`src/logic/arc_trip_map.svh`:
```
// Register offsets, field positions, reset values and timing counts.
`ifndef ARC_TRIP_MAP_SVH
`define ARC_TRIP_MAP_SVH
// -----------------------------------------------------------------------------
// Timing.
// -----------------------------------------------------------------------------
`define CLK_PERIOD_NS   100
`define PRG_CYCLE_NS    5000
`define PRG_CLKS        (`PRG_CYCLE_NS / `CLK_PERIOD_NS)
`define BLOCK_LEAD_MS   5
`define REC_DEPTH       12
// -----------------------------------------------------------------------------
// Byte offsets.
// -----------------------------------------------------------------------------
`define OFS_CTRL        8'h00
`define OFS_ZONE_CFG0   8'h04
`define OFS_ARC_ON_SEL  8'h14
`define OFS_ARC_OFF_SEL 8'h18
`define OFS_GN_SEL      8'h1c
`define OFS_ARC_COND    8'h20
`define OFS_SENS_STAT   8'h24
`define OFS_ARC_CNT     8'h28
`define OFS_START_CNT   8'h2c
`define OFS_TRIP_CNT    8'h30
`define OFS_GN_COND     8'h34
`define OFS_REC_SEL     8'h38
`define OFS_REC_W0      8'h3c
`define OFS_REC_W4      8'h4c
// -----------------------------------------------------------------------------
// Fields.
// -----------------------------------------------------------------------------
`define CTRL_FORCE_EN   0
`define CTRL_ARC_CLR    4
`define CTRL_START_CLR  5
`define CTRL_TRIP_CLR   6
`define NUM_EVENTS      26
`define CTRL_RESET      32'h0000_0000
`endif

```
`src/logic/arc_trip_pkg.sv`:
```
// Types shared by the arc trip and record store logic.
package arc_trip_pkg;
   typedef enum logic [2:0] {
      COND_NORMAL = 3'b001,
      COND_START  = 3'b010,
      COND_TRIP   = 3'b100
   } gn_cond_t;
   typedef enum logic [1:0] {
      FORCE_NORMAL = 2'h0,
      FORCE_START  = 2'h1,
      FORCE_TRIP   = 2'h2
   } force_t;
   typedef enum logic [1:0] {
      DI_OFF      = 2'h0,
      DI_LIGHT    = 2'h1,
      DI_CURRENT  = 2'h2
   } di_mode_t;
endpackage

```
`src/logic/op_record_ring.sv`:
```
// Twelve-entry store of operation records, newest read at index zero.
`timescale 1ns/1ns
`include "arc_trip_map.svh"
module op_record_ring
   import arc_trip_pkg::*;
(
   input  wire logic         i_clk,
   input  wire logic         i_srst,
   input  wire logic         i_wr,
   input  wire logic [127:0] i_wdata,
   input  wire logic [3:0]   i_rd_idx,
   output logic      [127:0] o_rdata,
   output logic      [3:0]   o_count
);
   logic [127:0] mem_reg [`REC_DEPTH];
   logic [3:0]   wr_ptr_reg;
   logic [3:0]   cnt_reg;
   logic [4:0]   phys_tmp;
   logic [3:0]   phys_idx;

   // ----------------------------------------------------------------------
   // Write side.
   // ----------------------------------------------------------------------
   // The pointer wraps, so the oldest entry is the one overwritten.
   always_ff @(posedge i_clk) begin
      if (i_srst) begin
         wr_ptr_reg <= 4'h0;
         cnt_reg    <= 4'h0;
      end else if (i_wr) begin
         wr_ptr_reg <= (wr_ptr_reg == 4'(`REC_DEPTH - 1)) ? 4'h0 :
                       wr_ptr_reg + 4'h1;
         if (cnt_reg != 4'(`REC_DEPTH))
            cnt_reg <= cnt_reg + 4'h1;
      end
   end

   // Storage is not reset; the count hides entries never written.
   always_ff @(posedge i_clk) begin
      if (i_wr)
         mem_reg[wr_ptr_reg] <= i_wdata;
   end

   // ----------------------------------------------------------------------
   // Read side.
   // ----------------------------------------------------------------------
   // Index zero is the newest record, counting back to the oldest.
   always_comb begin
      phys_tmp = 5'(wr_ptr_reg) + 5'(`REC_DEPTH - 1) - 5'(i_rd_idx);
      if (phys_tmp >= 5'(`REC_DEPTH))
         phys_tmp = phys_tmp - 5'(`REC_DEPTH);
      phys_idx = phys_tmp[3:0];
   end

   always_ff @(posedge i_clk) begin
      if (i_srst)
         o_rdata <= '0;
      else if (i_rd_idx < cnt_reg)
         o_rdata <= mem_reg[phys_idx];
      else
         o_rdata <= '0;
   end

   assign o_count = cnt_reg;
endmodule

```
`src/logic/arc_trip_block_event_logic.sv`:
```
// Arc zone trip/block logic, event sources and common signal aggregator.
//
// The placing of the registers and the Avalon-MM slave port were decided locally.
`timescale 1ns/1ns
`include "arc_trip_map.svh"
module arc_trip_block_event_logic
   import arc_trip_pkg::*;
(
   input  wire logic        i_clk,
   input  wire logic        i_srst,
   input  wire logic [7:0]  i_avs_address,
   input  wire logic        i_avs_read,
   input  wire logic        i_avs_write,
   input  wire logic [31:0] i_avs_writedata,
   output logic      [31:0] o_avs_readdata,
   output logic             o_avs_waitrequest,
   input  wire logic        i_block,
   input  wire logic [3:0]  i_light,
   input  wire logic [3:0]  i_pressure,
   input  wire logic        i_di,
   input  wire logic [3:0]  i_sensor_fault,
   input  wire logic        i_io_fault,
   input  wire logic        i_ph_start,
   input  wire logic        i_ph_blocked,
   input  wire logic        i_res_start,
   input  wire logic        i_res_blocked,
   input  wire logic [15:0] i_cur_a,
   input  wire logic [15:0] i_cur_b,
   input  wire logic [15:0] i_cur_c,
   input  wire logic [15:0] i_cur_res,
   input  wire logic [2:0]  i_setting_group,
   input  wire logic [47:0] i_time_ms,
   input  wire logic [7:0]  i_prot_start,
   input  wire logic [7:0]  i_prot_trip,
   input  wire logic        i_extra_start,
   input  wire logic        i_extra_trip,
   output logic      [3:0]  o_zone_trip,
   output logic      [3:0]  o_zone_blocked,
   output logic      [25:0] o_arc_ev_on,
   output logic      [25:0] o_arc_ev_off,
   output logic      [3:0]  o_gn_ev,
   output logic      [47:0] o_ev_stamp,
   output logic             o_common_start,
   output logic             o_common_trip
);
   logic [14:0]  pin_meta_reg;
   logic [14:0]  pin_sync_reg;
   logic         blk_sync;
   logic [3:0]   light_s;
   logic [3:0]   pres_s;
   logic         di_s;
   logic [3:0]   fault_s;
   logic         io_fault_s;
   logic [7:0]   tick_cnt_reg;
   logic         tick;
   logic         blk_smp_reg;
   logic [10:0]  zone_cfg_reg [4];
   logic [3:0]   pickup;
   logic [3:0]   trip_reg;
   logic [3:0]   blkd_reg;
   logic [25:0]  mon_vec;
   logic [25:0]  mon_prev_reg;
   logic [25:0]  on_sel_reg;
   logic [25:0]  off_sel_reg;
   logic [25:0]  ev_on;
   logic [25:0]  ev_off;
   logic [31:0]  arc_cnt_reg;
   logic [31:0]  start_cnt_reg;
   logic [31:0]  trip_cnt_reg;
   logic [3:0]   gn_sel_reg;
   logic         force_en_reg;
   force_t       force_reg;
   gn_cond_t     gn_cond_reg;
   logic         raw_start;
   logic         raw_trip;
   logic         forcing;
   logic [3:0]   gn_ev;
   logic         rec_wr;
   logic [2:0]   rec_zone;
   logic [127:0] rec_wdata;
   logic [127:0] rec_rdata;
   logic [3:0]   rec_count;
   logic [3:0]   rec_sel_reg;
   logic         ack_reg;
   logic         wr_go;
   logic [31:0]  rd_mux;
   logic [31:0]  zone_rd;

   // ----------------------------------------------------------------------
   // Pin synchronisers.
   // ----------------------------------------------------------------------
   // Sensor and blocking pins are asynchronous and pass two flops.
   always_ff @(posedge i_clk) begin
      if (i_srst) begin
         pin_meta_reg <= 15'h0000;
         pin_sync_reg <= 15'h0000;
      end else begin
         pin_meta_reg <= {i_block, i_io_fault, i_sensor_fault, i_di,
                          i_pressure, i_light};
         pin_sync_reg <= pin_meta_reg;
      end
   end
   assign light_s    = pin_sync_reg[3:0];
   assign pres_s     = pin_sync_reg[7:4];
   assign di_s       = pin_sync_reg[8];
   assign fault_s    = pin_sync_reg[12:9];
   assign io_fault_s = pin_sync_reg[13];
   assign blk_sync   = pin_sync_reg[14];

   // ----------------------------------------------------------------------
   // Program cycle timer.
   // ----------------------------------------------------------------------
   always_ff @(posedge i_clk) begin
      if (i_srst || tick)
         tick_cnt_reg <= 8'h00;
      else
         tick_cnt_reg <= tick_cnt_reg + 8'h01;
   end
   assign tick = (tick_cnt_reg == 8'(`PRG_CLKS - 1));

   // ----------------------------------------------------------------------
   // Zone pick-up.
   // ----------------------------------------------------------------------
   // Config: [0] enable, [4:1] light, [8:5] pressure, [10:9] input mode.
   for (genvar z = 0; z < 4; z++) begin : g_zone
      logic sens_hit;
      assign sens_hit = |((light_s & zone_cfg_reg[z][4:1]) |
                          (pres_s & zone_cfg_reg[z][8:5]));
      assign pickup[z] = zone_cfg_reg[z][0] & (sens_hit |
         (zone_cfg_reg[z][10:9] == DI_LIGHT && di_s) |
         (zone_cfg_reg[z][10:9] == DI_CURRENT && di_s &&
          |(light_s | pres_s)));
   end

   // ----------------------------------------------------------------------
   // Trip or blocked decision, once per program cycle.
   // ----------------------------------------------------------------------
   // A blocked pick-up stays blocked until it drops; a late block cannot
   // withdraw a trip, hence the lead time that the block source must keep.
   always_ff @(posedge i_clk) begin
      if (i_srst) begin
         blk_smp_reg <= 1'b0;
         trip_reg    <= 4'h0;
         blkd_reg    <= 4'h0;
      end else if (tick) begin
         blk_smp_reg <= blk_sync;
         for (int z = 0; z < 4; z++) begin
            if (!pickup[z]) begin
               trip_reg[z] <= 1'b0;
               blkd_reg[z] <= 1'b0;
            end else if (!trip_reg[z] && !blkd_reg[z]) begin
               trip_reg[z] <= !blk_sync;
               blkd_reg[z] <= blk_sync;
            end
         end
      end
   end
   assign o_zone_trip    = trip_reg;
   assign o_zone_blocked = blkd_reg;

   // ----------------------------------------------------------------------
   // Arc events and counter.
   // ----------------------------------------------------------------------
   assign mon_vec = {io_fault_s, fault_s, di_s, pres_s, light_s,
                     i_res_start, i_res_blocked, i_ph_start, i_ph_blocked,
                     blkd_reg, trip_reg};
   assign ev_on  = mon_vec & ~mon_prev_reg & on_sel_reg;
   assign ev_off = ~mon_vec & mon_prev_reg & off_sel_reg;

   // Changes are sampled one clock after the decision so both agree.
   always_ff @(posedge i_clk) begin
      if (i_srst) begin
         mon_prev_reg <= 26'h0;
         o_arc_ev_on  <= 26'h0;
         o_arc_ev_off <= 26'h0;
         o_gn_ev      <= 4'h0;
         o_ev_stamp   <= 48'h0;
      end else begin
         mon_prev_reg <= mon_vec;
         o_arc_ev_on  <= ev_on;
         o_arc_ev_off <= ev_off;
         o_gn_ev      <= gn_ev;
         if ((|ev_on) || (|ev_off) || (|gn_ev))
            o_ev_stamp <= i_time_ms;
      end
   end

   // A clear in the same cycle as new events keeps the new events.
   always_ff @(posedge i_clk) begin
      if (i_srst)
         arc_cnt_reg <= 32'h0;
      else
         arc_cnt_reg <= (wr_go && i_avs_address == `OFS_CTRL &&
                         i_avs_writedata[`CTRL_ARC_CLR] ? 32'h0 :
                         arc_cnt_reg) + 32'($countones({ev_on, ev_off}));
   end

   // ----------------------------------------------------------------------
   // Operation records on a new zone trip.
   // ----------------------------------------------------------------------
   // Only the lowest zone tripping in a cycle is recorded.
   always_comb begin
      rec_zone = 3'h0;
      for (int z = 3; z >= 0; z--)
         if (trip_reg[z] && !mon_prev_reg[z])
            rec_zone = 3'(z + 1);
   end
   assign rec_wr    = (rec_zone != 3'h0);
   // One pad bit makes the record exactly 128 bits wide.
   assign rec_wdata = {1'h0, i_setting_group, light_s | pres_s,
                       i_cur_res, i_cur_c, i_cur_b, i_cur_a,
                       5'h00, rec_zone, i_time_ms};

   op_record_ring u_rec (
      .i_clk    (i_clk),
      .i_srst   (i_srst),
      .i_wr     (rec_wr),
      .i_wdata  (rec_wdata),
      .i_rd_idx (rec_sel_reg),
      .o_rdata  (rec_rdata),
      .o_count  (rec_count)
   );

   // ----------------------------------------------------------------------
   // Common signal aggregator.
   // ----------------------------------------------------------------------
   // No block input exists here; suppression belongs to each function.
   assign raw_start = (|i_prot_start) | (|trip_reg) |
                      i_extra_start;
   assign raw_trip  = (|i_prot_trip) | (|trip_reg) |
                      i_extra_trip;
   assign forcing   = force_en_reg && force_reg != FORCE_NORMAL;

   // Settings are plain registers, independent of the setting group.
   always_ff @(posedge i_clk) begin
      if (i_srst)
         gn_cond_reg <= COND_NORMAL;
      else if (forcing)
         gn_cond_reg <= (force_reg == FORCE_TRIP) ? COND_TRIP :
                        COND_START;
      else if (raw_trip)
         gn_cond_reg <= COND_TRIP;
      else if (raw_start)
         gn_cond_reg <= COND_START;
      else
         gn_cond_reg <= COND_NORMAL;
   end
   assign o_common_start = gn_cond_reg != COND_NORMAL;
   assign o_common_trip  = gn_cond_reg == COND_TRIP;

   // Events: [0] start on, [1] start off, [2] trip on, [3] trip off.
   assign gn_ev = gn_sel_reg & {
      !(raw_trip || forcing && force_reg == FORCE_TRIP) && o_common_trip,
      (raw_trip || forcing && force_reg == FORCE_TRIP) && !o_common_trip,
      !(raw_start || raw_trip || forcing) && o_common_start,
      (raw_start || raw_trip || forcing) && !o_common_start};

   always_ff @(posedge i_clk) begin
      if (i_srst) begin
         start_cnt_reg <= 32'h0;
         trip_cnt_reg  <= 32'h0;
      end else begin
         start_cnt_reg <= (wr_go && i_avs_address == `OFS_CTRL &&
                           i_avs_writedata[`CTRL_START_CLR] ? 32'h0 :
                           start_cnt_reg) + 32'(gn_ev[0]);
         trip_cnt_reg  <= (wr_go && i_avs_address == `OFS_CTRL &&
                           i_avs_writedata[`CTRL_TRIP_CLR] ? 32'h0 :
                           trip_cnt_reg) + 32'(gn_ev[2]);
      end
   end

   // ----------------------------------------------------------------------
   // Avalon-MM slave.
   // ----------------------------------------------------------------------
   // One wait state on every access, so read data are registered.
   assign o_avs_waitrequest = (i_avs_read | i_avs_write) & ~ack_reg;
   assign wr_go             = i_avs_write & ack_reg;
   assign zone_rd = (i_avs_address >= `OFS_ZONE_CFG0 &&
                     i_avs_address < `OFS_ARC_ON_SEL) ?
                    {21'h0, zone_cfg_reg[i_avs_address[3:2] - 2'h1]} : 32'h0;

   always_ff @(posedge i_clk) begin
      if (i_srst)
         ack_reg <= 1'b0;
      else
         ack_reg <= (i_avs_read | i_avs_write) & ~ack_reg;
   end

   always_ff @(posedge i_clk) begin
      if (i_srst) begin
         force_en_reg <= 1'b0;
         force_reg    <= FORCE_NORMAL;
         on_sel_reg   <= 26'h0;
         off_sel_reg  <= 26'h0;
         gn_sel_reg   <= 4'h0;
         rec_sel_reg  <= 4'h0;
         for (int z = 0; z < 4; z++)
            zone_cfg_reg[z] <= 11'h000;
      end else if (wr_go) begin
         case (i_avs_address)
            `OFS_CTRL: begin
               force_en_reg <= i_avs_writedata[`CTRL_FORCE_EN];
               force_reg    <= force_t'(i_avs_writedata[2:1]);
            end
            `OFS_ARC_ON_SEL:  on_sel_reg  <= i_avs_writedata[25:0];
            `OFS_ARC_OFF_SEL: off_sel_reg <= i_avs_writedata[25:0];
            `OFS_GN_SEL:      gn_sel_reg  <= i_avs_writedata[3:0];
            `OFS_REC_SEL:     rec_sel_reg <= i_avs_writedata[3:0];
            default: begin
               if (zone_rd != 32'h0 || (i_avs_address >= `OFS_ZONE_CFG0 &&
                   i_avs_address < `OFS_ARC_ON_SEL))
                  zone_cfg_reg[i_avs_address[3:2] - 2'h1] <=
                     i_avs_writedata[10:0];
            end
         endcase
      end
   end

   // Unmapped addresses read as zero.
   always_comb begin
      case (i_avs_address)
         `OFS_CTRL:        rd_mux = {29'h0, force_reg, force_en_reg};
         `OFS_ARC_ON_SEL:  rd_mux = {6'h0, on_sel_reg};
         `OFS_ARC_OFF_SEL: rd_mux = {6'h0, off_sel_reg};
         `OFS_GN_SEL:      rd_mux = {28'h0, gn_sel_reg};
         `OFS_ARC_COND:    rd_mux = {24'h0, blkd_reg, trip_reg};
         `OFS_SENS_STAT:   rd_mux = {14'h0, mon_vec[25:8]};
         `OFS_ARC_CNT:     rd_mux = arc_cnt_reg;
         `OFS_START_CNT:   rd_mux = start_cnt_reg;
         `OFS_TRIP_CNT:    rd_mux = trip_cnt_reg;
         `OFS_GN_COND:     rd_mux = {29'h0, gn_cond_reg};
         `OFS_REC_SEL:     rd_mux = {20'h0, rec_count, 4'h0, rec_sel_reg};
         `OFS_REC_W0:      rd_mux = rec_rdata[31:0];
         8'h40:            rd_mux = rec_rdata[63:32];
         8'h44:            rd_mux = rec_rdata[95:64];
         8'h48:            rd_mux = rec_rdata[127:96];
         `OFS_REC_W4:      rd_mux = 32'h0;
         default:          rd_mux = zone_rd;
      endcase
   end

   always_ff @(posedge i_clk) begin
      if (i_srst)
         o_avs_readdata <= 32'h0;
      else if (i_avs_read && !ack_reg)
         o_avs_readdata <= rd_mux;
   end
endmodule

```
`config.mk`:
```
export PLATFORM = sky130hd
export DESIGN_NAME = arc_trip_block_event_logic
export DESIGN_NICKNAME = d
export VERILOG_FILES = /design/src/logic/arc_trip_pkg.sv /design/src/logic/op_record_ring.sv /design/src/logic/arc_trip_block_event_logic.sv
export VERILOG_INCLUDE_DIRS = /design/src /design/src/logic
export SDC_FILE = /design/constraint.sdc
export NUM_CORES = 2
export LEC_CHECK = 0
export ABC_AREA = 1
export BUFFER_PORTS_ARGS = -buffer_cell sky130_fd_sc_hd__buf_2
export CORE_AREA = 4 4 474 476
export DETAILED_ROUTE_END_ITERATION = 16
export DIE_AREA = 0 0 478 480
export PLACE_DENSITY = 0.56
export SETUP_SLACK_MARGIN = 0.5
export SLEW_MARGIN = 10
export SYNTH_ARGS = -nofsm -noshare
export SYNTH_HDL_FRONTEND = slang
export SYNTH_SLANG_ARGS = --single-unit
```
`constraint.sdc`:
```
create_clock -name i_clk -period 13.41 [get_ports i_clk]
set_input_delay 2.682 -clock i_clk [delete_from_list [all_inputs] [get_ports i_clk]]
set_output_delay 2.682 -clock i_clk [all_outputs]
set_load 0.01 [all_outputs]
```
==> summary.txt <==
GRT
  • Initial antenna violation count: 49
  • Vias in the first global route: ~54000
  • Overflow after GRT: 0
  • Largest net degree at the start of global routing: roughly 190
  • First-pass GRT wire length: roughly 370000 um
  • Total GRT Usage: ~22%

Setup path
  • CP endpoint kind: register
  • Flop-to-flop setup slack: 6.24 ns
  • RR Endpoint: arc_cnt_reg[24]$_SDFF_PP0_
  • Crit Path Class: primary input to register
  • Crit path arrival time: around 10 ns
  • Critical Path RT: roughly 14 ns
  • Worst r2r path cells: 24
  • RR Startpoint: pin_sync_reg[3]$_SDFF_PP0_
  • Worst setup SP type: primary input
  • CP max FO: 58

Pwr
  • Reg power frac: 52.0%
  • Power Density: approximately 140 mW/mm2
  • Final Total Pwr: around 13 mW
  • Static Leak: 32.5 nW
  • Combinational fraction of design power: 1.7%
  • Sw frac: about a fifth
  • Switching pwr: around 2.6 mW
  • Clk pwr share: a little under half
  • VDD IR-drop max: about 0.13 mV
  • Internal power: 10.3 mW

Run status
  • Status: finished clean

Drt
  • Post-Route WL: between 200000 and 300000 um
  • WL per Instance: about 24 um
  • Post-route ant nets: 0
  • Drt first pass iters: 6
  • DRC: 0
  • DR vias: 58200
  • DR vias/cell: between 5 and 6
  • DR iter-0 viols: around 6200

CTS
  • TritonCTS clock tree: built
  • Worst-Skew Late Latency: between 0.8 and 0.9 ns
  • Root Driver: clkbuf_16
  • Deepest clock path buffer count: 3
  • Num CTS Buffers: around 210
  • # hold bufs at CTS: 0
  • Post-CTS Setup Inserts: 0
  • Post-CTS sizing: 0
  • CTS Sinks: 2009
  • Clock transition at path regs: 0.06 ns
  • H-tree levels: 4

Timing
  • Final max-slew violation count: 0
  • Clk_skew: 0.0487 ns
  • Setup-failing EPs final: 0
  • RSZ-0062 raised after global routing: false
  • Max Freq: roughly 110 MHz
  • Final setup TNS: 0 ns
  • Setup ws final: around 4.1 ns
  • Final Hold Viols: 0
  • Hold slack: approximately 0.41 ns
  • Fin crit share: between 60% and 70%
  • Min Tclk post-route: between 9 and 10 ns
  • Worst-margin pin slew: ~1.2 ns
  • Rel. slew slack: around a fifth

Yosys
  • Simple-Gate Fraction of Synth Area: 13.4%
  • Largest family of logic cells by synthesized area: simple AND/OR/NAND/NOR gates
  • Synth Warn #: 0
  • Compound-Gate Fraction of Synth Area: between 10% and 20%
  • #FFs+latches synth: 2009
  • Main synth FF type: edfxtp_1
  • Synthesized area per cell: about 11 um2
  • Syn_nets: 7759
  • Sequential share of the synthesized area: between 60% and 70%
  • Syn Inst Count: 7468
  • Post-Synth XOR/XNOR Area: less than 1%
  • Synth Area in Adders: roughly 1.9%
  • Cell Area, Synth: ~0.081 mm2
  • Post-synth EDFFs: 1508
  • FFs w/ async S/R, synth: 0%
  • Synth unique cells: ~50
  • Post-synthesis mux area share: 0%

Min path
  • Hold_sp: pin_meta_reg[2]$_SDFF_PP0_
  • Hold path cells: 2
  • Hold crit path type: register to register
  • Hold Path End: pin_sync_reg[2]$_SDFF_PP0_

Floorplan
  • I/O Pins: 343
  • Initial Util: roughly 37%
  • Row cnt: between 150 and 200
  • Placeable Area: 0.221 mm2
  • Overall die height: 480 um
  • Width of the die: about 480 um
  • Die Area: about 0.23 mm2

Final layout
  • Nets@finish: around 8000
  • Ratio of cells with drive above 1 in the final layout: just over 10%
  • Synth-to-Final Area Change: 14.3%
  • Largest register FFs: 1464
  • Layout fillers: roughly 21000
  • Final Core Density: 42.0%

Placement
  • GP Congestion: roughly 0.93
  • # port buffers: about 340
  • Pre-CTS setup slack: 3.32 ns
  • HPWL after DPL: 150000 um

Job
  • Max cap viols: 0
## layout by cell type (no fill, tap or decap), types with 6 or more instances in the layout
master      synthesis  final
nor3_2              0     11
dfxtp_1           501    501
nor3_1             40     29
nor2_2             11     13
inv_6               0      7
buf_12              0      9
a22o_1             24     24
o21ai_0          1008   1008
inv_2               8      7
buf_2             110    335
clkinvlp_4          0      8
o22ai_1           389    389
inv_1             411    410
clkbuf_1          288     55
nand4_1            41     41
bufinv_16           0     23
nand3b_1            6      6
clkbuf_8            0     31
o21ai_1            11     11
a21oi_1           234    234
diode_2             0     13
clkinv_1            1     13
buf_4              17     81
a31oi_1           126    126
clkinv_2            0     26
nand3_1           328    328
nand2_1           908    908
nor2_1           1311   1301
fa_1               46     46
nor2_4              4     12
clkbuf_16           0    212
edfxtp_1         1508   1508
ha_1               49     47
## cell usage after synthesis (2+ instances only)
library cell | instances | area, um2
o21ai_2 | 2 | 17.5
a31oi_1 | 126 | 788
and3_1 | 4 | 25.0
buf_1 | 21 | 78.8
a21o_1 | 2 | 15.0
o211ai_1 | 2 | 15.0
inv_1 | 411 | 1540
nand4_1 | 41 | 257
buf_2 | 110 | 551
o21bai_1 | 4 | 30.0
buf_4 | 17 | 128
a21oi_1 | 234 | 1170
o22a_1 | 2 | 17.5
o22ai_1 | 389 | 2430
inv_2 | 8 | 30.0
nor3_1 | 40 | 200
nand3b_1 | 6 | 45.0
clkbuf_1 | 288 | 1080
and2_1 | 3 | 18.8
fa_1 | 46 | 921
nand3_1 | 328 | 1640
xor2_1 | 3 | 26.3
nand3_2 | 5 | 50.1
or2_0 | 5 | 31.3
ha_1 | 49 | 613
buf_6 | 8 | 90.1
nor2_4 | 4 | 45.0
or2_2 | 3 | 18.8
o21ai_1 | 11 | 55.1
a21boi_0 | 4 | 30.0
or2_1 | 3 | 18.8
a22o_1 | 24 | 210
nor2_1 | 1311 | 4920
dfxtp_1 | 501 | 10000
nor2_2 | 11 | 68.8
o21ai_0 | 1008 | 5040
nand2_1 | 908 | 3410
nand2_2 | 6 | 37.5
nand3_4 | 2 | 35.0
edfxtp_1 | 1508 | 45300
nor4_1 | 2 | 12.5
## final cells by class
cell class,count,area [um2],share of cell area (%)
clock buffer,299,5950,6.41
inverter,420,1600,1.72
tap,2975,3720,4.01
multi-input combinational,4595,22500,24.3
clock inverter,87,1170,1.26
timing repair buffer,426,2480,2.67
sequential,2009,55300,59.6
antenna,13,32.5,0.0351
## routing by layer
layer  global-route usage [%]  wire length (um)
met1                     29.4            109000
met5                        0               201
met2                     34.5            119000
met4                     7.52              8930
met3                     4.17             20200
## per-stage QoR
stage,instance area (um2),cells
after floorplan,81100,7468
after global placement,85600,10400
after detailed placement,85600,10400
after CTS,92700,10800
after global routing,92700,10800
final,92700,10800
## worst max-delay path, cell delays in order
cell	delay, ns
buf_2	0.39
inv_1	0.37
ha_1	0.33
nand2_2	0.20
nor2_8	0.11
nand3_2	0.07
buf_4	0.48
nand2_1	0.16
fa_1	0.56
fa_1	0.45
fa_1	0.53
fa_1	0.43
fa_1	0.49
inv_1	0.05
fa_1	0.49
fa_1	0.20
inv_1	0.06
fa_1	0.46
o21ai_0	0.41
a21oi_1	0.23
nor2_1	0.24
nand2_2	0.13
nor2_2	0.21
nand2_1	0.12
nor2_1	0.10
nor2_1	0.04
nor2_1	0.09
## power by group through the flow
stage	registers, mW	clock network (mW)	logic [mW]
6_report	6.69	5.97	0.215
4_1_cts	6.69	6.08	0.214
2_1_floorplan	6.82	0	0.0745
3_5_place_dp	6.82	0	0.214
3_3_place_gp	6.82	0	0.208
5_1_grt	6.69	6.33	0.235
## worst max path at each step
stage                     cells past startpoint                            end                   startpoint  slack [ns]
after floorplan                               9  u_rec.mem_reg[0][0]$_DFFE_PP_  o_zone_trip[1]$_SDFFE_PP0P_        3.20
after global placement                       27     arc_cnt_reg[24]$_SDFF_PP0_             i_avs_address[2]        3.44
after detailed placement                     26     arc_cnt_reg[26]$_SDFF_PP0_             i_avs_address[2]        3.32
after CTS                                    27     arc_cnt_reg[24]$_SDFF_PP0_             i_avs_address[2]        4.26
after global routing                         27     arc_cnt_reg[16]$_SDFF_PP0_             i_avs_address[2]        3.70
final                                        27     arc_cnt_reg[24]$_SDFF_PP0_             i_avs_address[2]        4.07
## logic make-up (layout without fill, tap and decap cells)
kind of cell,after synthesis,in the layout
XOR/XNOR,4,4
AND/OR/NAND/NOR,2684,2684
flip-flops,2009,2009
buffers and inverters,864,1232
other,0,13
adder cells (fa/ha/maj),95,95
AO/OA/AOI/OAI,1812,1812
(Power assumes the default switching activity.)
